$ cat config.mk
export PLATFORM = sky130hd
export DESIGN_NAME = quad_strobe_port
export DESIGN_NICKNAME = d
export VERILOG_FILES = /design/src/quad_strobe_pkg.sv /design/src/quad_strobe_port.sv
export SDC_FILE = /design/constraint.sdc
export NUM_CORES = 1
export LEC_CHECK = 0
export ABC_AREA = 0
export CORE_MARGIN = 2
export CORE_UTILIZATION = 42
export DETAILED_ROUTE_END_ITERATION = 8
export DONT_BUFFER_PORTS = 1
export SYNTH_ARGS = -nofsm -noshare
export SYNTH_HDL_FRONTEND = slang
export SYNTH_SLANG_ARGS = --single-unit
$ cat constraint.sdc
create_clock -name clk_i -period 2.45 [get_ports clk_i]
set_clock_uncertainty 0.05 [all_clocks]
set_input_delay 0.1225 -clock clk_i [delete_from_list [all_inputs] [get_ports clk_i]]
set_output_delay 0.1225 -clock clk_i [all_outputs]
set_load 0.01 [all_outputs]
$ cat src/quad_strobe_pkg.sv
// Package for the quad strobe port: register offsets, field layout, reset values.
// Assumes a 32-bit AXI4-Lite register bus with byte addresses.
package quad_strobe_pkg;

  // Printed offsets are not all multiples of four, so they are kept as indices
  localparam logic [7:0] IDX_STROBE_CTRL_LOW_PINS = 8'h92;
  localparam logic [7:0] IDX_STROBE_CTRL_HIGH_PINS = 8'h93;
  // Chosen indices for registers that have no printed offset
  localparam logic [7:0] IDX_PIN_BASE_ADDR_LOW = 8'h94;
  localparam logic [7:0] IDX_PIN_BASE_ADDR_HIGH = 8'h98;
  localparam logic [7:0] IDX_GPIO_OUT = 8'ha5;
  localparam logic [7:0] IDX_GPIO_DIR = 8'ha6;

  localparam int ADDR_W = 12;
  localparam int MODE_LSB = 2;
  localparam int CMP_LSB = 0;
  localparam int FIELD_W = 4;

  localparam logic [7:0] CTRL_RESET = 8'h00;
  localparam logic [7:0] BASE_RESET = 8'h00;
  localparam logic [3:0] GPIO_OUT_RESET = 4'hf;
  localparam logic [3:0] GPIO_DIR_RESET = 4'h0;

  localparam logic [1:0] MODE_GPIO = 2'h0;
  localparam logic [1:0] MODE_READ = 2'h1;
  localparam logic [1:0] MODE_WRITE = 2'h2;
  localparam logic [1:0] MODE_BOTH = 2'h3;

  localparam logic [1:0] RESP_OKAY = 2'h0;
  localparam logic [1:0] RESP_SLVERR = 2'h2;

endpackage

$ cat src/quad_strobe_port.sv
// Four-pin multipurpose port: general I/O or address-decoded chip-select strobes.
// Assumes the external data bus strobes arrive on pins and are synchronised here;
// the address is stable while a strobe is low.
//
// Overview of operation
// Mode 0 makes the pin a plain bidirectional general-purpose I/O bit.
// Mode 1 drives a read strobe, active on external reads inside the range.
// Mode 2 drives a write strobe, active on external writes inside the range.
// Mode 3 drives a strobe on external reads or writes inside the range.
// Range comes from the pin's base high and low bytes plus its compare width.
// Compare width 0 matches all 16 address bits against the base.
// Compare width 1 matches address bits 15 to 1, ignoring bit 0.
// Compare width 2 matches address bits 15 to 2, ignoring two low bits.
// Compare width 3 matches the upper eight address bits only.
// Low-pins control: pin 1 mode 7:6, compare 5:4; pin 0 mode 3:2, compare 1:0.
// High-pins control: pin 3 mode 7:6, compare 5:4; pin 2 mode 3:2, compare 1:0.
// After reset all four pins are general-purpose I/O.
// Each pin's 16-bit base is a high byte register and a low byte register.
// Strobe output follows the matching external read or write strobe.
// Strobes stay inactive when no external data access is in progress.
`timescale 1ns/1ps

module quad_strobe_port #(
  parameter int PINS = 4
) (
  input wire logic clk_i, // 100 MHz core clock
  input wire logic rst_n_i, // Asynchronous reset, active low
  input wire logic [quad_strobe_pkg::ADDR_W-1:0] s_axi_awaddr, // Write address
  input wire logic s_axi_awvalid, // Write address valid
  output logic s_axi_awready, // Write address ready
  input wire logic [31:0] s_axi_wdata, // Write data
  input wire logic [3:0] s_axi_wstrb, // Write byte strobes
  input wire logic s_axi_wvalid, // Write data valid
  output logic s_axi_wready, // Write data ready
  output logic [1:0] s_axi_bresp, // Write response
  output logic s_axi_bvalid, // Write response valid
  input wire logic s_axi_bready, // Write response ready
  input wire logic [quad_strobe_pkg::ADDR_W-1:0] s_axi_araddr, // Read address
  input wire logic s_axi_arvalid, // Read address valid
  output logic s_axi_arready, // Read address ready
  output logic [31:0] s_axi_rdata, // Read data
  output logic [1:0] s_axi_rresp, // Read response
  output logic s_axi_rvalid, // Read data valid
  input wire logic s_axi_rready, // Read data ready
  input wire logic [15:0] ext_addr_i, // External data address
  input wire logic ext_rd_n_i, // External read strobe, active low
  input wire logic ext_wr_n_i, // External write strobe, active low
  input wire logic [PINS-1:0] pin_i, // Pin levels
  output logic [PINS-1:0] pin_o, // Pin output values
  output logic [PINS-1:0] pin_oe_n_o // Pin output enables, low drives
);

  typedef struct packed {
    logic [PINS-1:0][7:0] base_lo;
    logic [PINS-1:0][7:0] base_hi;
    logic [7:0] ctrl_lo;
    logic [7:0] ctrl_hi;
    logic [PINS-1:0] gpio_out;
    logic [PINS-1:0] gpio_dir;
    logic [1:0] rd_sync_n;
    logic [1:0] wr_sync_n;
    logic [1:0][15:0] addr_sync;
    logic [1:0][PINS-1:0] pin_sync;
    logic [PINS-1:0] strobe_n;
    logic aw_held;
    logic w_held;
    logic [quad_strobe_pkg::ADDR_W-1:0] aw_addr;
    logic [31:0] w_data;
    logic [3:0] w_strb;
    logic bvalid;
    logic [1:0] bresp;
    logic rvalid;
    logic [1:0] rresp;
    logic [31:0] rdata;
  } state_t;

  state_t st;
  state_t next_st;

  // Byte address of a register index
  function automatic logic [quad_strobe_pkg::ADDR_W-1:0] reg_addr(input logic [7:0] idx);
    reg_addr = quad_strobe_pkg::ADDR_W'({idx, 2'b00});
  endfunction

  // Masked 16-bit compare by compare-width code
  function automatic logic addr_hit(input logic [15:0] a, input logic [15:0] b,
                                    input logic [1:0] cw);
    case (cw)
      2'h0: addr_hit = (a == b);
      2'h1: addr_hit = (a[15:1] == b[15:1]);
      2'h2: addr_hit = (a[15:2] == b[15:2]);
      2'h3: addr_hit = (a[15:8] == b[15:8]);
      default: addr_hit = 1'b0;
    endcase
  endfunction

  logic [PINS-1:0][1:0] pin_mode;
  logic [PINS-1:0][1:0] pin_cmp;
  logic [PINS-1:0] pin_strobe_n;
  logic rd_act;
  logic wr_act;

  // Second sync stage only is read by logic
  assign rd_act = ~st.rd_sync_n[1];
  assign wr_act = ~st.wr_sync_n[1];

  genvar g;
  generate
    for (g = 0; g < PINS; g++) begin : g_pin
      logic [7:0] ctrl;
      logic [15:0] base;
      logic hit;
      // Even pins use the low nibble, odd pins the high nibble
      assign ctrl = (g < 2) ? st.ctrl_lo : st.ctrl_hi;
      assign pin_mode[g] = ctrl[(g%2)*quad_strobe_pkg::FIELD_W+quad_strobe_pkg::MODE_LSB +: 2];
      assign pin_cmp[g] = ctrl[(g%2)*quad_strobe_pkg::FIELD_W+quad_strobe_pkg::CMP_LSB +: 2];
      assign base = {st.base_hi[g], st.base_lo[g]};
      assign hit = addr_hit(st.addr_sync[1], base, pin_cmp[g]);
      // One continuous driver per bit keeps the strobe vector single-sourced
      assign pin_strobe_n[g] =
        (pin_mode[g] == quad_strobe_pkg::MODE_READ) ? ~(rd_act & hit) :
        (pin_mode[g] == quad_strobe_pkg::MODE_WRITE) ? ~(wr_act & hit) :
        (pin_mode[g] == quad_strobe_pkg::MODE_BOTH) ? ~((rd_act | wr_act) & hit) :
        1'b1;
      // Strobe modes always drive; GPIO drives only where the direction bit is set
      assign pin_o[g] = (pin_mode[g] == quad_strobe_pkg::MODE_GPIO) ?
                        st.gpio_out[g] : st.strobe_n[g];
      assign pin_oe_n_o[g] = (pin_mode[g] == quad_strobe_pkg::MODE_GPIO) ?
                             ~st.gpio_dir[g] : 1'b0;
    end
  endgenerate

  logic aw_go;
  logic w_go;
  logic wr_fire;
  logic ar_go;
  logic [31:0] rd_word;
  logic rd_ok;

  assign s_axi_awready = ~st.aw_held & ~st.bvalid;
  assign s_axi_wready = ~st.w_held & ~st.bvalid;
  assign s_axi_arready = ~st.rvalid;
  assign aw_go = s_axi_awvalid & s_axi_awready;
  assign w_go = s_axi_wvalid & s_axi_wready;
  assign ar_go = s_axi_arvalid & s_axi_arready;
  assign s_axi_bvalid = st.bvalid;
  assign s_axi_bresp = st.bresp;
  assign s_axi_rvalid = st.rvalid;
  assign s_axi_rresp = st.rresp;
  assign s_axi_rdata = st.rdata;

  // Read mux; GPIO data shows synchronised pin levels, as a port read would
  always_comb begin
    rd_word = 32'h0000_0000;
    rd_ok = 1'b1;
    if (s_axi_araddr == reg_addr(quad_strobe_pkg::IDX_STROBE_CTRL_LOW_PINS)) begin
      rd_word = {24'h00_0000, st.ctrl_lo};
    end else if (s_axi_araddr == reg_addr(quad_strobe_pkg::IDX_STROBE_CTRL_HIGH_PINS)) begin
      rd_word = {24'h00_0000, st.ctrl_hi};
    end else if (s_axi_araddr == reg_addr(quad_strobe_pkg::IDX_GPIO_OUT)) begin
      rd_word = 32'(st.pin_sync[1]);
    end else if (s_axi_araddr == reg_addr(quad_strobe_pkg::IDX_GPIO_DIR)) begin
      rd_word = 32'(st.gpio_dir);
    end else begin
      rd_ok = 1'b0;
      for (int i = 0; i < PINS; i++) begin
        if (s_axi_araddr == reg_addr(8'(quad_strobe_pkg::IDX_PIN_BASE_ADDR_LOW + i))) begin
          rd_word = {24'h00_0000, st.base_lo[i]};
          rd_ok = 1'b1;
        end
        if (s_axi_araddr == reg_addr(8'(quad_strobe_pkg::IDX_PIN_BASE_ADDR_HIGH + i))) begin
          rd_word = {24'h00_0000, st.base_hi[i]};
          rd_ok = 1'b1;
        end
      end
    end
  end

  always_comb begin
    logic [quad_strobe_pkg::ADDR_W-1:0] wa;
    logic [31:0] wd;
    logic [3:0] ws;
    logic hit_w;
    next_st = st;
    wa = aw_go ? s_axi_awaddr : st.aw_addr;
    wd = w_go ? s_axi_wdata : st.w_data;
    ws = w_go ? s_axi_wstrb : st.w_strb;
    hit_w = 1'b1;
    wr_fire = (st.aw_held | aw_go) & (st.w_held | w_go);
    next_st.rd_sync_n = {st.rd_sync_n[0], ext_rd_n_i};
    next_st.wr_sync_n = {st.wr_sync_n[0], ext_wr_n_i};
    next_st.addr_sync = {st.addr_sync[0], ext_addr_i};
    next_st.pin_sync = {st.pin_sync[0], pin_i};
    next_st.strobe_n = pin_strobe_n;
    if (aw_go) begin
      next_st.aw_held = 1'b1;
      next_st.aw_addr = s_axi_awaddr;
    end
    if (w_go) begin
      next_st.w_held = 1'b1;
      next_st.w_data = s_axi_wdata;
      next_st.w_strb = s_axi_wstrb;
    end
    if (wr_fire) begin
      next_st.aw_held = 1'b0;
      next_st.w_held = 1'b0;
      next_st.bvalid = 1'b1;
      // Only byte lane 0 carries register data
      if (wa == reg_addr(quad_strobe_pkg::IDX_STROBE_CTRL_LOW_PINS)) begin
        if (ws[0]) next_st.ctrl_lo = wd[7:0];
      end else if (wa == reg_addr(quad_strobe_pkg::IDX_STROBE_CTRL_HIGH_PINS)) begin
        if (ws[0]) next_st.ctrl_hi = wd[7:0];
      end else if (wa == reg_addr(quad_strobe_pkg::IDX_GPIO_OUT)) begin
        if (ws[0]) next_st.gpio_out = wd[PINS-1:0];
      end else if (wa == reg_addr(quad_strobe_pkg::IDX_GPIO_DIR)) begin
        if (ws[0]) next_st.gpio_dir = wd[PINS-1:0];
      end else begin
        hit_w = 1'b0;
        for (int i = 0; i < PINS; i++) begin
          if (wa == reg_addr(8'(quad_strobe_pkg::IDX_PIN_BASE_ADDR_LOW + i))) begin
            hit_w = 1'b1;
            if (ws[0]) next_st.base_lo[i] = wd[7:0];
          end
          if (wa == reg_addr(8'(quad_strobe_pkg::IDX_PIN_BASE_ADDR_HIGH + i))) begin
            hit_w = 1'b1;
            if (ws[0]) next_st.base_hi[i] = wd[7:0];
          end
        end
      end
      next_st.bresp = hit_w ? quad_strobe_pkg::RESP_OKAY : quad_strobe_pkg::RESP_SLVERR;
    end else if (st.bvalid && s_axi_bready) begin
      next_st.bvalid = 1'b0;
    end
    if (ar_go) begin
      next_st.rvalid = 1'b1;
      next_st.rdata = rd_word;
      next_st.rresp = rd_ok ? quad_strobe_pkg::RESP_OKAY : quad_strobe_pkg::RESP_SLVERR;
    end else if (st.rvalid && s_axi_rready) begin
      next_st.rvalid = 1'b0;
    end
  end

  always_ff @(posedge clk_i or negedge rst_n_i) begin
    if (!rst_n_i) begin
      st <= '0;
      st.ctrl_lo <= quad_strobe_pkg::CTRL_RESET;
      st.ctrl_hi <= quad_strobe_pkg::CTRL_RESET;
      st.base_lo <= '0;
      st.base_hi <= '0;
      st.gpio_out <= quad_strobe_pkg::GPIO_OUT_RESET;
      st.gpio_dir <= quad_strobe_pkg::GPIO_DIR_RESET;
      st.rd_sync_n <= 2'h3;
      st.wr_sync_n <= 2'h3;
      st.strobe_n <= '1;
    end else begin
      st <= next_st;
    end
  end

endmodule // quad_strobe_port

After elaboration in Yosys (flattened, before gate mapping)
Index checks and enable logic that the tools add are counted.

word-level totals
  register bits after elaboration = 197
  input port bits = 89
  output and inout bits = 49

operators by class
  eq/ne operators = 64
  mux-type cells = 73
  bitwise operators = 47
  reduce and logical (&&, ||, !) cells = 26

operators with widths
  cell                                                    number
  two-way mux 32 bit                                      11
  equality test 12 x 10 -> 1 bit (second input constant)  24
  equality test 16 bit                                    4
  equality test 15 bit                                    4
  equality test 14 bit                                    4
  AND reduction 7 bit                                     8
  two-way mux 1 bit                                       52
  equality test 2 bit (second input constant)             16
  equality test 8 bit                                     4
  NOT 1 bit                                               26
  bitwise AND 1 bit                                       18
  equality test 2 x 1 -> 1 bit (second input constant)    8
  zero test 2 bit                                         8
  two-way mux 8 bit                                       2
  case mux 1 bit (4 select lines)                         4
  two-way mux 12 bit                                      1
  nonzero test 2 bit                                      4
  two-way mux 2 bit                                       3
  AND reduction 6 bit                                     1
  AND reduction 5 bit                                     1
  AND reduction 4 bit                                     1
  bitwise OR 1 bit                                        3
  AND reduction 3 bit                                     1
  logical AND 1 bit                                       2

Depth between registers and ports, before layout
  depth after elaboration = 19
  depth in mapped cells = 7
  depth with buffers taken out = 6

Worst setup path after synthesis
Ideal clock, no wire load.

  path kind = flip-flop to flip-flop
  start = register st, in the netlist s_axi_bvalid
  end = register st, in the netlist g_pin[0].base[10]
  library setup time = 0.125 ns
  data arrival time = 2.508 ns
  required time = 2.275 ns
  path slack = -0.233 ns
  stages on the path, launching flop included = 8
  cells stage by stage = dfrtp_1 -> or3b_1 -> buf_6 -> mux2_4 -> nor4_4 -> and4_1 -> buf_4 -> mux2_2

RTL lines
  what                    RTL line                 text
  from (decl)             quad_strobe_port.sv:77   state_t st;
  from (signal assigned)  quad_strobe_port.sv:256  st <= next_st;

==> impl_metrics.json <==
{
  "die_y_um": 146,
  "die_w_um": 146,
  "grt_pass1_wl_um": 36500,
  "yosysWarnings": 0,
  "coreArea_um2": 20000,
  "cp_max_fo": 8,
  "end_kind": "flip-flop",
  "clock_path_buffers": 2,
  "numClockSinks": 171,
  "layout_commonest_cell": "dfrtp_1",
  "vias_per_cell": 5.67,
  "ir_drop_uv": 732,
  "root_buffer": "clkbuf_16",
  "r2r_end": "g_pin[2].base[7]",
  "cts_tree": "built",
  "core.rowCount": 52,
  "htreeDepth": 4,
  "grt_antenna_before_repair": 0,
  "layout_common_cells": "158 x dfrtp_1, 97 x mux2_2, 44 x dlygate4sd3_1, 41 x xnor2_1, 32 x nand2_1",
  "drt_iter0_markers": 523,
  "finalCriticalPeriod_ns": 2.38,
  "required_ns": 2.71,
  "ys_ff_latch": 171,
  "numPlacedInstances": 981,
  "drcViolationCount": 0,
  "drtPass1Iterations": 5,
  "hold_viol_final": 171,
  "die_area_um2": 21400,
  "worst_pin_slew_ns": 1.23,
  "synth_cell_types": 66,
  "fin_nets": 864,
  "synthFlopType": "dfrtp_1",
  "grt.total_usage": 0.227,
  "max_freq_mhz": 420,
  "initial_utilization": 0.424,
  "synthArstFlopShare": 1.00,
  "r2r_start": "st[87]",
  "finalSetupViolCount": 0,
  "ctsHoldBuffers": 44,
  "drive_gt1_frac": 0.274,
  "rsz0062_at_grt": "true",
  "crit_type": "flip-flop to flip-flop",
  "syn_area_um2": 8510,
  "arrival_ns": 2.64,
  "wl_per_cell_um": 22.2,
  "violations": "hold timing",
  "routed_wl_um": 23500,
  "hold_path_class": "input pin to asynchronous set/reset pin",
  "grt_start_max_net_pins": 172,
  "max_cap_violations": 0,
  "synth_enable_flop_cells": 0,
  "yosysTopAreaCellShare": 0.468,
  "pin_count": 138,
  "vias": 5994,
  "numCtsBuffers": 17,
  "antennaDiodeCount": 0,
  "antenna_left": 0,
  "grt_pass1_vias": 6071,
  "regToRegSetupSlack_ns": 0.07,
  "clk_latency_ns": 0.43,
  "dp_hpwl_um": 17000,
  "clk_pin_slew_ns": 0.07,
  "grt_overflow": 0,
  "slew_headroom": 0.166,
  "critPathLaunchType": "flip-flop",
  "holdWs_ns": -0.668,
  "synthTopCellsByArea": "dfrtp_1 47%, mux2_2 14%, xnor2_1 4.2%",
  "syn_avg_cell_area_um2": 11.8,
  "status": "finished with violations",
  "r2r_cells": 9,
  "fin_crit_sh": 0.971,
  "postSynthCellCount": 723,
  "power-per-cell-area_nw_per_um2": 772,
  "io_buffers": 0,
  "layoutNonFillerInstCount": 1058,
  "gp_congestion": 0.952,
  "finalMaxSlewViolations": 0,
  "p_leak_nw": 4.34,
  "seq_area_frac_synth": 0.505,
  "syn_to_final_growth_pct": 17.2,
  "synth_area_leader_cell": "dfrtp_1"
}
[cell type report]
class                           count  area, um2
Multi-Input combinational cell    493       3950
Sequential cell                   171       4300
Timing Repair Buffer               80        764
Fill cell                        1845      10100
Tap cell                          270        338
Clock inverter                     13        143
Inverter                           12       45.0
Clock buffer                       19        433
[registers in the layout (all words and copies together), names as in the netlist]
| register | cells |
|---|---|
| g_pin.base | 64 |
| st | 57 |
| s_axi_bvalid | 1 |
| s_axi_rdata | 8 |
| s_axi_rvalid | 1 |
| next_st | 22 |
| g_pin.ctrl | 16 |
| s_axi_rresp | 1 |
| s_axi_bresp | 1 |
[metal layers]
layer | track usage | wire length [um] | part of all wire | vias up
met1 | 0.310 | 10500 | 0.45 | 3056
met2 | 0.347 | 10800 | 0.46 | 219
met4 | 0.0767 | 618 | 0.026 | 0
met3 | 0.0688 | 1590 | 0.068 | 43
li1 | - | - | - | 2676
met5 | 0 | 0 | 0 | -
[stage by stage]
stage               utilization  area (um2)  total power, W  setup TNS (ns)  worst slack, ns
detailed placement        0.442        8850         0.00493           -1.09          -0.0597
CTS                       0.495        9910         0.00768               0           0.0323
finish                    0.497        9970         0.00770               0           0.0719
global placement          0.442        8850         0.00486          -0.225          -0.0157
global route              0.497        9970         0.00804          -0.898          -0.0415
floorplan                     -        8630         0.00441          -0.989           -0.124
[worst max-delay path, stage by stage, from the launching register on]
cell     delay, ns
dfrtp_1       0.38
or3b_4        0.44
buf_4         0.17
mux2i_4       0.19
inv_2         0.09
nor3b_2       0.20
buf_6         0.14
buf_12        0.11
nand3_4       0.17
mux2_2        0.32
[power by group]
group	switching (W)	leakage, nW	internal (W)	total [W]
logic	0.00103	1.88	0.000655	0.00169
clock network	0.00116	0.266	0.00151	0.00266
registers	0.000222	2.19	0.00313	0.00335
[what timing repair did]
action	in CTS	in global routing
gates resized for setup	7	6
endpoints found under the hold margin	213	171
endpoints found under the setup margin	60	32
setup buffers	0	1
pin swaps	0	0
[worst max-delay path by stage]
| stage | start | end | slack (ns) |
|---|---|---|---|
| after global placement | s_axi_bvalid | g_pin[1].base[14] | -0.02 |
| after detailed placement | st[87] | st[138] | -0.06 |
| after CTS | st[87] | g_pin[0].base[7] | 0.03 |
| final | st[87] | g_pin[2].base[7] | 0.07 |
| after floorplan | s_axi_bvalid | g_pin[0].base[10] | -0.12 |
| after global routing | st[87] | g_pin[0].base[7] | -0.04 |
[cells by family after synthesis]
logic type | synth area share
muxes | 0.153
AOI/OAI and AO/OA | 0.0993
and+or+nand+nor | 0.120
DFF | 0.505
other | 0.000441
xor gates and xnor gates | 0.0680
buffers and inverters | 0.0543
[synth_stat cells (3+ instances only)]
cell and n:
a22o_1 3, o221ai_1 7, or2_2 4, mux2_2 105, a21oi_1 19, xor2_1 25, nand2_1 32, mux2i_1 8
o32ai_1 5, nor3b_1 5, a22oi_1 5, xnor2_1 41, a221oi_1 5, nand3_2 8, nand4_1 10, or3b_2 4
o22ai_1 11, o211ai_1 5, dfrtp_1 159, buf_4 37, a32oi_1 5, clkbuf_1 32, nor2b_1 12, nor4_1 5
or3_1 3, o21ai_0 22, nand4bb_1 3, nor4b_1 4, o31ai_1 3, dfstp_2 12, nand2b_1 10, inv_1 11
nor3_1 16, nand3_1 7, a211oi_1 11, a221o_1 4, o211a_1 4, nor2_1 25
(Power assumes the default switching activity.)
